[config.mk]
export PLATFORM = sky130hd
export DESIGN_NAME = nv_host_ctrl
export DESIGN_NICKNAME = d
export VERILOG_FILES = /design/src/shared/nv_host_pkg.sv /design/src/design/nv_access_unit.sv /design/src/design/nv_host_ctrl.sv
export SDC_FILE = /design/constraint.sdc
export NUM_CORES = 1
export LEC_CHECK = 0
export BUFFER_PORTS_ARGS = -buffer_cell sky130_fd_sc_hd__clkbuf_2
export CAP_MARGIN = 10
export CORE_MARGIN = 5
export CORE_UTILIZATION = 40
export CTS_BUF_LIST = sky130_fd_sc_hd__clkbuf_16
export DETAILED_ROUTE_END_ITERATION = 10
export SYNTH_ARGS = -nofsm -noshare
export SYNTH_HDL_FRONTEND = slang
export SYNTH_HIERARCHICAL = 1
export SYNTH_SLANG_ARGS = --single-unit
[constraint.sdc]
create_clock -name core_clk -period 2.7 [get_ports core_clk]
set_input_delay 0.27 -clock core_clk [delete_from_list [all_inputs] [get_ports core_clk]]
set_output_delay 0.27 -clock core_clk [all_outputs]
set_load 0.005 [all_outputs]
[src/shared/nv_host_pkg.sv]
// Constants and carrier types for the nonvolatile memory host controller
package nv_host_pkg;
    // ==========================================================
    // Widths
    localparam int ADDR_W = 17; // Full memory address width
    localparam int CMD_ADDR_W = 16; // Only these bits steer command decoding
    localparam int DATA_W = 8;
    localparam int SEQ_LEN = 6; // Reads per software command
    localparam logic [2:0] SEQ_LAST = 3'h5; // Index of the sixth read

    // ==========================================================
    // Command sequence addresses
    localparam logic [15:0] SEQ_A0 = 16'h4E38;
    localparam logic [15:0] SEQ_A1 = 16'hB1C7;
    localparam logic [15:0] SEQ_A2 = 16'h83E0;
    localparam logic [15:0] SEQ_A3 = 16'h7C1F;
    localparam logic [15:0] SEQ_A4 = 16'h703F;
    localparam logic [15:0] CMD_SAVE_OFF = 16'h8B45; // Power-loss save disable
    localparam logic [15:0] CMD_SAVE_ON = 16'h4B46; // Power-loss save enable
    localparam logic [15:0] CMD_STORE = 16'h8FC0;
    localparam logic [15:0] CMD_RECALL = 16'h4C63;

    // ==========================================================
    // Operation and software command codes
    localparam logic [2:0] OP_READ = 3'h1;
    localparam logic [2:0] OP_WRITE = 3'h2;
    localparam logic [2:0] OP_SWCMD = 3'h3;
    localparam logic [2:0] OP_HWSTORE = 3'h4;
    localparam logic [1:0] SW_STORE = 2'h0;
    localparam logic [1:0] SW_RECALL = 2'h1;
    localparam logic [1:0] SW_SAVE_OFF = 2'h2;
    localparam logic [1:0] SW_SAVE_ON = 2'h3;

    // ==========================================================
    // Register map and fields
    localparam logic [7:0] REG_CMD = 8'h00;
    localparam logic [7:0] REG_ADDR = 8'h04;
    localparam logic [7:0] REG_WDATA = 8'h08;
    localparam logic [7:0] REG_RDATA = 8'h0C;
    localparam logic [7:0] REG_STATUS = 8'h10;
    localparam int CMD_OP_LSB = 0;
    localparam int CMD_SW_LSB = 4;
    localparam int ST_BUSY = 0;
    localparam int ST_DONE = 1;
    localparam int ST_REFUSED = 2;
    localparam int ST_LINE = 3;

    // ==========================================================
    // Timing
    localparam int CLK_NS = 50;
    localparam int STROBE_NS = 45; // Read cycle / strobe width, least
    localparam int STROBE_CYC = (STROBE_NS + CLK_NS - 1) / CLK_NS;
    localparam int HW_PULSE_NS = 15; // Hardware store pulse, least
    localparam int HW_PULSE_CYC = (HW_PULSE_NS + CLK_NS - 1) / CLK_NS;
    localparam int SOFT_SEQ_US = 70; // Soft sequence processing, waited in full
    localparam int SOFT_SEQ_CYC = (SOFT_SEQ_US * 1000 + CLK_NS - 1) / CLK_NS;
    localparam int HW_DELAY_US = 70; // Time before the device pulls the line low
    localparam int HW_DELAY_CYC = (HW_DELAY_US * 1000 + CLK_NS - 1) / CLK_NS;
    localparam int TIMER_W = 12;

    // ==========================================================
    // Carriers
    typedef struct packed {
        logic ceN;
        logic weN;
        logic oeN;
        logic [ADDR_W-1:0] addr;
        logic [DATA_W-1:0] dqOut;
        logic dqOe;
    } memPins_t;

    typedef struct packed {
        logic [ADDR_W-1:0] addr;
        logic write;
        logic [DATA_W-1:0] data;
    } accessReq_t;
endpackage : nv_host_pkg

[src/design/nv_access_unit.sv]
// One chip-select controlled memory access on the asynchronous pins
`timescale 1ns/1ps
module nv_access_unit (
    input wire logic core_clk,
    input wire logic sys_rst,
    input wire logic start,
    input wire nv_host_pkg::accessReq_t req,
    input wire logic [nv_host_pkg::DATA_W-1:0] dqIn,
    output nv_host_pkg::memPins_t pins,
    output logic done,
    output logic [nv_host_pkg::DATA_W-1:0] rdata
);
    import nv_host_pkg::*;

    // ==========================================================
    // State
    typedef enum logic [3:0] {
        AC_IDLE = 4'b0001,
        AC_SETUP = 4'b0010,
        AC_STROBE = 4'b0100,
        AC_RECOVER = 4'b1000
    } acState_t;

    acState_t stateReg, stateNext; // Access phase
    memPins_t pinsReg, pinsNext; // Registered pin image
    logic [TIMER_W-1:0] cntReg, cntNext; // Strobe length
    logic doneReg, doneNext; // Completion pulse
    logic [DATA_W-1:0] rdataReg, rdataNext; // Captured read byte

    // Pins released: every strobe high, bus not driven
    function automatic memPins_t idlePins(input memPins_t p);
        memPins_t r;
        r = p;
        r.ceN = 1'b1;
        r.weN = 1'b1;
        r.oeN = 1'b1;
        r.dqOe = 1'b0;
        return r;
    endfunction : idlePins

    // ==========================================================
    // Next state
    always_comb begin
        stateNext = stateReg;
        pinsNext = pinsReg;
        cntNext = cntReg;
        doneNext = 1'b0;
        rdataNext = rdataReg;
        unique case (stateReg)
            AC_IDLE: begin
                // Address settles while chip select is still high
                if (start) begin
                    pinsNext = idlePins(pinsReg);
                    pinsNext.addr = req.addr;
                    pinsNext.dqOut = req.data;
                    stateNext = AC_SETUP;
                end
            end
            AC_SETUP: begin
                // Reads keep the write strobe high; output drive low
                pinsNext.ceN = 1'b0;
                pinsNext.weN = ~req.write;
                pinsNext.oeN = req.write;
                pinsNext.dqOe = req.write;
                cntNext = TIMER_W'(STROBE_CYC - 1);
                stateNext = AC_STROBE;
            end
            AC_STROBE: begin
                if (cntReg == '0) begin
                    // Sample before releasing; rising edge ends the cycle
                    if (!req.write) begin
                        rdataNext = dqIn;
                    end
                    pinsNext = idlePins(pinsReg);
                    doneNext = 1'b1;
                    stateNext = AC_RECOVER;
                end else begin
                    cntNext = cntReg - TIMER_W'(1);
                end
            end
            AC_RECOVER: begin
                // One idle cycle gives each access its own falling edge
                stateNext = AC_IDLE;
            end
        endcase
    end

    // Registers only
    always_ff @(posedge core_clk) begin
        if (sys_rst) begin
            stateReg <= AC_IDLE;
            pinsReg <= memPins_t'({3'b111, {(ADDR_W + DATA_W + 1){1'b0}}});
            cntReg <= '0;
            doneReg <= 1'b0;
            rdataReg <= '0;
        end else begin
            stateReg <= stateNext;
            pinsReg <= pinsNext;
            cntReg <= cntNext;
            doneReg <= doneNext;
            rdataReg <= rdataNext;
        end
    end

    assign pins = pinsReg;
    assign done = doneReg;
    assign rdata = rdataReg;
endmodule : nv_access_unit

[src/design/nv_host_ctrl.sv]
// Host controller driving a nonvolatile static memory, commanded over APB
//
// Behaviour
// Commands are six reads, fixed five-address prefix
// Sixth read 0x8B45 disables power-loss save
// Sixth read 0x4B46 enables power-loss save
// Sixth read 0x8FC0 starts store, bus floats
// Sixth read 0x4C63 starts recall, bus floats
// Host issues six addresses consecutively, in order
// Write strobe stays high through all six
// Only low sixteen address bits are compared
// Data driven only while output drive low
// Save setting persists only after a store
// Fresh device defaults to save enabled
// Low supply blocks stores and writes
// Write held low at power-up is suppressed
// Read: select, output drive low, lines high
// Write: select and write strobe low
// No other access may interrupt a sequence
// Auto and hardware store need prior write
// Mismatched read resets tracker, prefix restarts it
// Disabled save blocks only the automatic store
//
// The implementer's own choices: the placing of the registers and register access over APB.
`timescale 1ns/1ps
module nv_host_ctrl (
    input wire logic core_clk,
    input wire logic sys_rst,
    input wire logic [7:0] paddr,
    input wire logic psel,
    input wire logic penable,
    input wire logic pwrite,
    input wire logic [31:0] pwdata,
    output logic [31:0] prdata,
    output logic pready,
    output logic pslverr,
    output nv_host_pkg::memPins_t memPins,
    input wire logic [nv_host_pkg::DATA_W-1:0] dqIn,
    input wire logic storeBusyIn,
    output logic storeBusyOut,
    output logic storeBusyOe
);
    import nv_host_pkg::*;

    // ==========================================================
    // State
    typedef enum logic [5:0] {
        M_IDLE = 6'b000001,
        M_WAIT_LINE = 6'b000010,
        M_ACCESS = 6'b000100,
        M_SETTLE = 6'b001000,
        M_HW_PULSE = 6'b010000,
        M_HW_WAIT = 6'b100000
    } mainState_t;

    mainState_t stateReg, stateNext; // Operation sequencer
    logic [2:0] opReg, opNext; // Current operation
    logic [1:0] swReg, swNext; // Selected software command
    logic [2:0] stepReg, stepNext; // Position in a command sequence
    logic [TIMER_W-1:0] timerReg, timerNext; // Shared wait counter
    logic [ADDR_W-1:0] addr_reg, addrNext; // Array address
    logic [DATA_W-1:0] wdata_reg, wdataNext; // Byte to write
    logic [DATA_W-1:0] rdataReg, rdataNext; // Last byte read
    logic doneReg, doneNext; // Sticky completion
    logic refusedReg, refusedNext; // Sticky refused command
    logic lineOeReg, lineOeNext; // Store request pulls the line

    logic apbWrite; // Access phase of an APB write
    logic startAcc; // Launch one pin access
    logic accDone; // Pin access finished
    logic [DATA_W-1:0] accData; // Byte returned by the access
    accessReq_t accReq; // Access presented to the pin unit

    // Address of a given read within a software command
    function automatic logic [15:0] seqAddr(input logic [2:0] step, input logic [1:0] sw);
        logic [15:0] a;
        a = SEQ_A0;
        unique case (step)
            3'h0: a = SEQ_A0;
            3'h1: a = SEQ_A1;
            3'h2: a = SEQ_A2;
            3'h3: a = SEQ_A3;
            3'h4: a = SEQ_A4;
            default: begin
                unique case (sw)
                    SW_STORE: a = CMD_STORE;
                    SW_RECALL: a = CMD_RECALL;
                    SW_SAVE_OFF: a = CMD_SAVE_OFF;
                    SW_SAVE_ON: a = CMD_SAVE_ON;
                endcase
            end
        endcase
        return a;
    endfunction : seqAddr

    // ==========================================================
    // Pin access unit
    always_comb begin
        // Sequence reads: top address bit held low, never a write
        if (opReg == OP_SWCMD) begin
            accReq.addr = {1'b0, seqAddr(stepReg, swReg)};
            accReq.write = 1'b0;
        end else begin
            accReq.addr = addr_reg;
            accReq.write = (opReg == OP_WRITE);
        end
        accReq.data = wdata_reg;
    end

    nv_access_unit nv_access_unit_i (
        .core_clk(core_clk),
        .sys_rst(sys_rst),
        .start(startAcc),
        .req(accReq),
        .dqIn(dqIn),
        .pins(memPins),
        .done(accDone),
        .rdata(accData)
    );

    // ==========================================================
    // Sequencer and registers, next values
    assign apbWrite = psel && penable && pwrite;

    always_comb begin
        stateNext = stateReg;
        opNext = opReg;
        swNext = swReg;
        stepNext = stepReg;
        timerNext = timerReg;
        addrNext = addr_reg;
        wdataNext = wdata_reg;
        rdataNext = rdataReg;
        doneNext = doneReg;
        refusedNext = refusedReg;
        startAcc = 1'b0;
        // Software clears sticky bits by writing ones
        if (apbWrite && paddr == REG_STATUS) begin
            if (pwdata[ST_DONE]) begin
                doneNext = 1'b0;
            end
            if (pwdata[ST_REFUSED]) begin
                refusedNext = 1'b0;
            end
        end
        // Operands only change while idle, so a sequence stays intact
        if (apbWrite && stateReg == M_IDLE) begin
            if (paddr == REG_ADDR) begin
                addrNext = pwdata[ADDR_W-1:0];
            end
            if (paddr == REG_WDATA) begin
                wdataNext = pwdata[DATA_W-1:0];
            end
        end
        unique case (stateReg)
            M_IDLE: begin
                if (apbWrite && paddr == REG_CMD) begin
                    opNext = pwdata[CMD_OP_LSB +: 3];
                    swNext = pwdata[CMD_SW_LSB +: 2];
                    stepNext = '0;
                    unique case (pwdata[CMD_OP_LSB +: 3])
                        OP_READ, OP_WRITE, OP_SWCMD: stateNext = M_WAIT_LINE;
                        OP_HWSTORE: begin
                            timerNext = TIMER_W'(HW_PULSE_CYC - 1);
                            stateNext = M_HW_PULSE;
                        end
                        default: refusedNext = 1'b1; // Unknown operation
                    endcase
                end
            end
            M_WAIT_LINE: begin
                // Device accepts no access while it holds the line low
                if (storeBusyIn) begin
                    startAcc = 1'b1;
                    stateNext = M_ACCESS;
                end
            end
            M_ACCESS: begin
                if (accDone) begin
                    if (opReg == OP_SWCMD && stepReg != SEQ_LAST) begin
                        // Next read follows with nothing in between
                        stepNext = stepReg + 3'h1;
                        stateNext = M_WAIT_LINE;
                    end else if (opReg == OP_SWCMD) begin
                        timerNext = TIMER_W'(SOFT_SEQ_CYC - 1);
                        stateNext = M_SETTLE;
                    end else begin
                        if (opReg == OP_READ) begin
                            rdataNext = accData;
                        end
                        doneNext = 1'b1;
                        stateNext = M_IDLE;
                    end
                end
            end
            M_SETTLE: begin
                // Device needs this long to act on the sixth read
                if (timerReg == '0) begin
                    doneNext = 1'b1;
                    stateNext = M_IDLE;
                end else begin
                    timerNext = timerReg - TIMER_W'(1);
                end
            end
            M_HW_PULSE: begin
                if (timerReg == '0) begin
                    timerNext = TIMER_W'(HW_DELAY_CYC - 1);
                    stateNext = M_HW_WAIT;
                end else begin
                    timerNext = timerReg - TIMER_W'(1);
                end
            end
            M_HW_WAIT: begin
                // Give the device time to claim the line, then wait for release
                if (timerReg != '0) begin
                    timerNext = timerReg - TIMER_W'(1);
                end else if (storeBusyIn) begin
                    doneNext = 1'b1;
                    stateNext = M_IDLE;
                end
            end
        endcase
        // A command while busy is dropped; set wins over a clear
        if (apbWrite && paddr == REG_CMD && stateReg != M_IDLE) begin
            refusedNext = 1'b1;
        end
        lineOeNext = (stateNext == M_HW_PULSE);
    end

    // Registers only
    always_ff @(posedge core_clk) begin
        if (sys_rst) begin
            stateReg <= M_IDLE;
            opReg <= '0;
            swReg <= '0;
            stepReg <= '0;
            timerReg <= '0;
            addr_reg <= '0;
            wdata_reg <= '0;
            rdataReg <= '0;
            doneReg <= 1'b0;
            refusedReg <= 1'b0;
            lineOeReg <= 1'b0;
        end else begin
            stateReg <= stateNext;
            opReg <= opNext;
            swReg <= swNext;
            stepReg <= stepNext;
            timerReg <= timerNext;
            addr_reg <= addrNext;
            wdata_reg <= wdataNext;
            rdataReg <= rdataNext;
            doneReg <= doneNext;
            refusedReg <= refusedNext;
            lineOeReg <= lineOeNext;
        end
    end

    // Open-drain: only ever pulls low
    assign storeBusyOut = 1'b0;
    assign storeBusyOe = lineOeReg;

    // ==========================================================
    // APB read side; zero wait states
    assign pready = 1'b1;

    always_comb begin
        prdata = '0;
        pslverr = 1'b0;
        unique case (paddr)
            REG_CMD: prdata = {26'h0, swReg, 1'b0, opReg};
            REG_ADDR: prdata = {15'h0, addr_reg};
            REG_WDATA: prdata = {24'h0, wdata_reg};
            REG_RDATA: prdata = {24'h0, rdataReg};
            REG_STATUS: begin
                prdata[ST_BUSY] = (stateReg != M_IDLE);
                prdata[ST_DONE] = doneReg;
                prdata[ST_REFUSED] = refusedReg;
                prdata[ST_LINE] = storeBusyIn;
            end
            default: pslverr = psel && penable; // Unmapped offset
        endcase
    end
endmodule : nv_host_ctrl

==> impl_metrics.json <==
{
  "ys_ff_latch": 116,
  "grt_overflow": 0,
  "fin_tns_setup_ns": 0,
  "setup_violations": 0,
  "drc": 0,
  "synth_warnings": 6,
  "core_um2": 15300,
  "multi_input_area_um2": 3610,
  "hold_viol": 0,
  "rows": 45,
  "antenna_found_initial": 0,
  "grt_pass1_wl_um": 28100,
  "first_iter_violations": 406,
  "fin_crit_sh": 0.928,
  "async_flop_share": 0,
  "die_w_um": 135,
  "power.density_nw_per_um2": 575,
  "fmax_ghz": 0.399,
  "diodes": 0,
  "ios": 119,
  "worst-setup-path-type": "reg2reg",
  "maxSlewHeadroom": 0.512,
  "setup.worst_path.start_class": "flip-flop",
  "place_hpwl_um": 12600,
  "critPathArrivalTime_ns": 2.84,
  "hold_path.class": "in2reg",
  "cts.sinks": 116,
  "cts-root-buf": "clkbuf_16",
  "finalCoreUtilization": 0.499,
  "final_nets": 910,
  "layout_common_cells": "dfxtp_1 (116), nor2_1 (93), clkbuf_2 (85), nand2_1 (79), a21oi_1 (70)",
  "required_ns": 3.03,
  "synth_edf_count": 0,
  "h-tree-depth": 4,
  "p_leak_nw": 3.07,
  "peakVddDrop_uv": 450,
  "tightest_slew_ns": 0.732,
  "largest_reg_flops": 29,
  "netlist-cell-type-count": 74,
  "wl_per_cell_um": 16.1,
  "slew_violations": 0,
  "yosys_most_used_dff": "dfxtp_1",
  "grt_pass1_vias": 5637,
  "crit_fanout": 12,
  "port_buffers": 86,
  "clock_path_buffers": 2,
  "syn_area_um2": 6250,
  "ff_latch_area_um2": 2320,
  "yosysSeqAreaShare": 0.371,
  "area_growth_pct": 21.6,
  "drive_gt1_frac": 0.202,
  "viasPerCell": 5.51,
  "cts_tree": "done",
  "totalWireLength_um": 17200,
  "first_pass_iters": 5,
  "nFillCells": 1482,
  "netlist_instances": 754,
  "postCtsSetupBuffers": 0,
  "fin_worst_skew_ns": 0.00502,
  "status": "finished, final reports clean",
  "antenna_left": 0,
  "synth.avg_cell_area_um2": 8.29,
  "mostFrequentLayoutCell": "dfxtp_1",
  "drv_cap": 0,
  "start_util": 0.410,
  "rsz0062_at_grt": "false",
  "track_usage": 0.190,
  "grt_start_max_net_pins": 65,
  "num_vias": 5876,
  "cts_buffers": 17,
  "min_period_ns": 2.51,
  "clkLatencyLatePin_ns": 0.42,
  "clkSlewWorstSetupHoldPaths_ns": 0.05,
  "die_h_um": 135,
  "crit_path_end_kind": "flip-flop",
  "gp_congestion": 0.886,
  "die_area_um2": 18200
}
[logic make-up (layout without fill, tap and decap cells)]
kind of cell	Yosys count	in the layout	share of synthesized area
DFF	116	116	0.371
other	2	17	0.00120
and+or+nand+nor	308	308	0.260
muxes	55	55	0.0926
AOI/OAI and AO/OA	175	175	0.181
adders and majority gates	13	13	0.0260
buffers and inverters	81	168	0.0624
xor gates and xnor gates	4	4	0.00560
[worst max-delay path: stages, from the launching register on]
cell and delay (ns):
dfxtp_1 0.33, inv_1 0.08, ha_1 0.20, or4b_1 0.48, or4_1 0.71, o32ai_2 0.15
buf_4 0.23, o311ai_1 0.13, o31ai_1 0.10
[through the flow]
step                cells  setup slack, ns  total power, mW  cell area (µm²)  hold WS (ns)
floorplan             769            0.263             1.86             6310         0.414
global placement     1035            0.164             1.91             6960         0.445
detailed placement   1035           0.0899             1.91             6960         0.449
finish               1067            0.194             4.38             7610        0.0814
CTS                  1067            0.115             4.41             7600        0.0713
global route         1067          0.00933             4.49             7610        0.0904
[layout make-up]
cell class / count / share of cell area
clock buffer: 17 / 0.0559
clock inverter: 15 / 0.0289
inverter: 16 / 0.00789
multi-input combinational: 572 / 0.475
sequential: 116 / 0.305
tap: 211 / 0.0347
timing repair buffer: 120 / 0.0921
[power breakdown]
part | leakage (nW) | internal, mW | switching (mW)
Combinational | 1.82 | 0.0542 | 0.0959
Clock | 0.325 | 1.70 | 0.796
Sequential | 0.934 | 1.72 | 0.0105
[timing repair]
item                       4_1_cts  5_1_grt
hold buffers                     0        0
gates resized for setup          0        1
setup endpoints to repair        0        1
[worst paths after layout]
kind | cells past startpoint | start | end | slack [ns]
min reg2reg | 2 | nv_access_unit_i/pins[25] | nv_access_unit_i/pins[25] | 0.46
max reg2reg | 8 | timerReg[0] | timerReg[2] | 0.19
max | 8 | timerReg[0] | timerReg[2] | 0.19
min | 3 | dqIn[0] | nv_access_unit_i/rdata[0] | 0.08
[per-layer routing]
metal | vias up | track usage | part of all wire
met3 | 30 | 0.0391 | 0.059
met1 | 2793 | 0.249 | 0.45
met4 | 0 | 0.0705 | 0.019
li1 | 2872 | - | -
met2 | 181 | 0.310 | 0.47
met5 | - | 0 | 0
[synth_stat cells, types with 5 or more instances]
cell | number | area share
a211oi_1 | 8 | 0.0096
a21oi_1 | 70 | 0.056
buf_4 | 19 | 0.023
or4_1 | 19 | 0.023
o21ai_0 | 23 | 0.018
inv_1 | 15 | 0.0090
o21a_1 | 6 | 0.0072
nor4b_1 | 5 | 0.0070
or3_1 | 11 | 0.011
nor4_1 | 5 | 0.0050
nand3b_1 | 5 | 0.0060
nand2_1 | 79 | 0.047
nand2b_1 | 7 | 0.0070
nor2_1 | 93 | 0.056
and2_1 | 14 | 0.014
o31ai_1 | 17 | 0.020
o21ai_1 | 6 | 0.0048
ha_1 | 13 | 0.026
dfxtp_1 | 116 | 0.37
nor3_1 | 18 | 0.014
nand3_1 | 13 | 0.010
or2_2 | 5 | 0.0050
buf_2 | 6 | 0.0048
clkbuf_1 | 36 | 0.022
mux2i_1 | 50 | 0.080
and3_1 | 5 | 0.0050
Note: power is estimated with default switching activity, not from simulation.
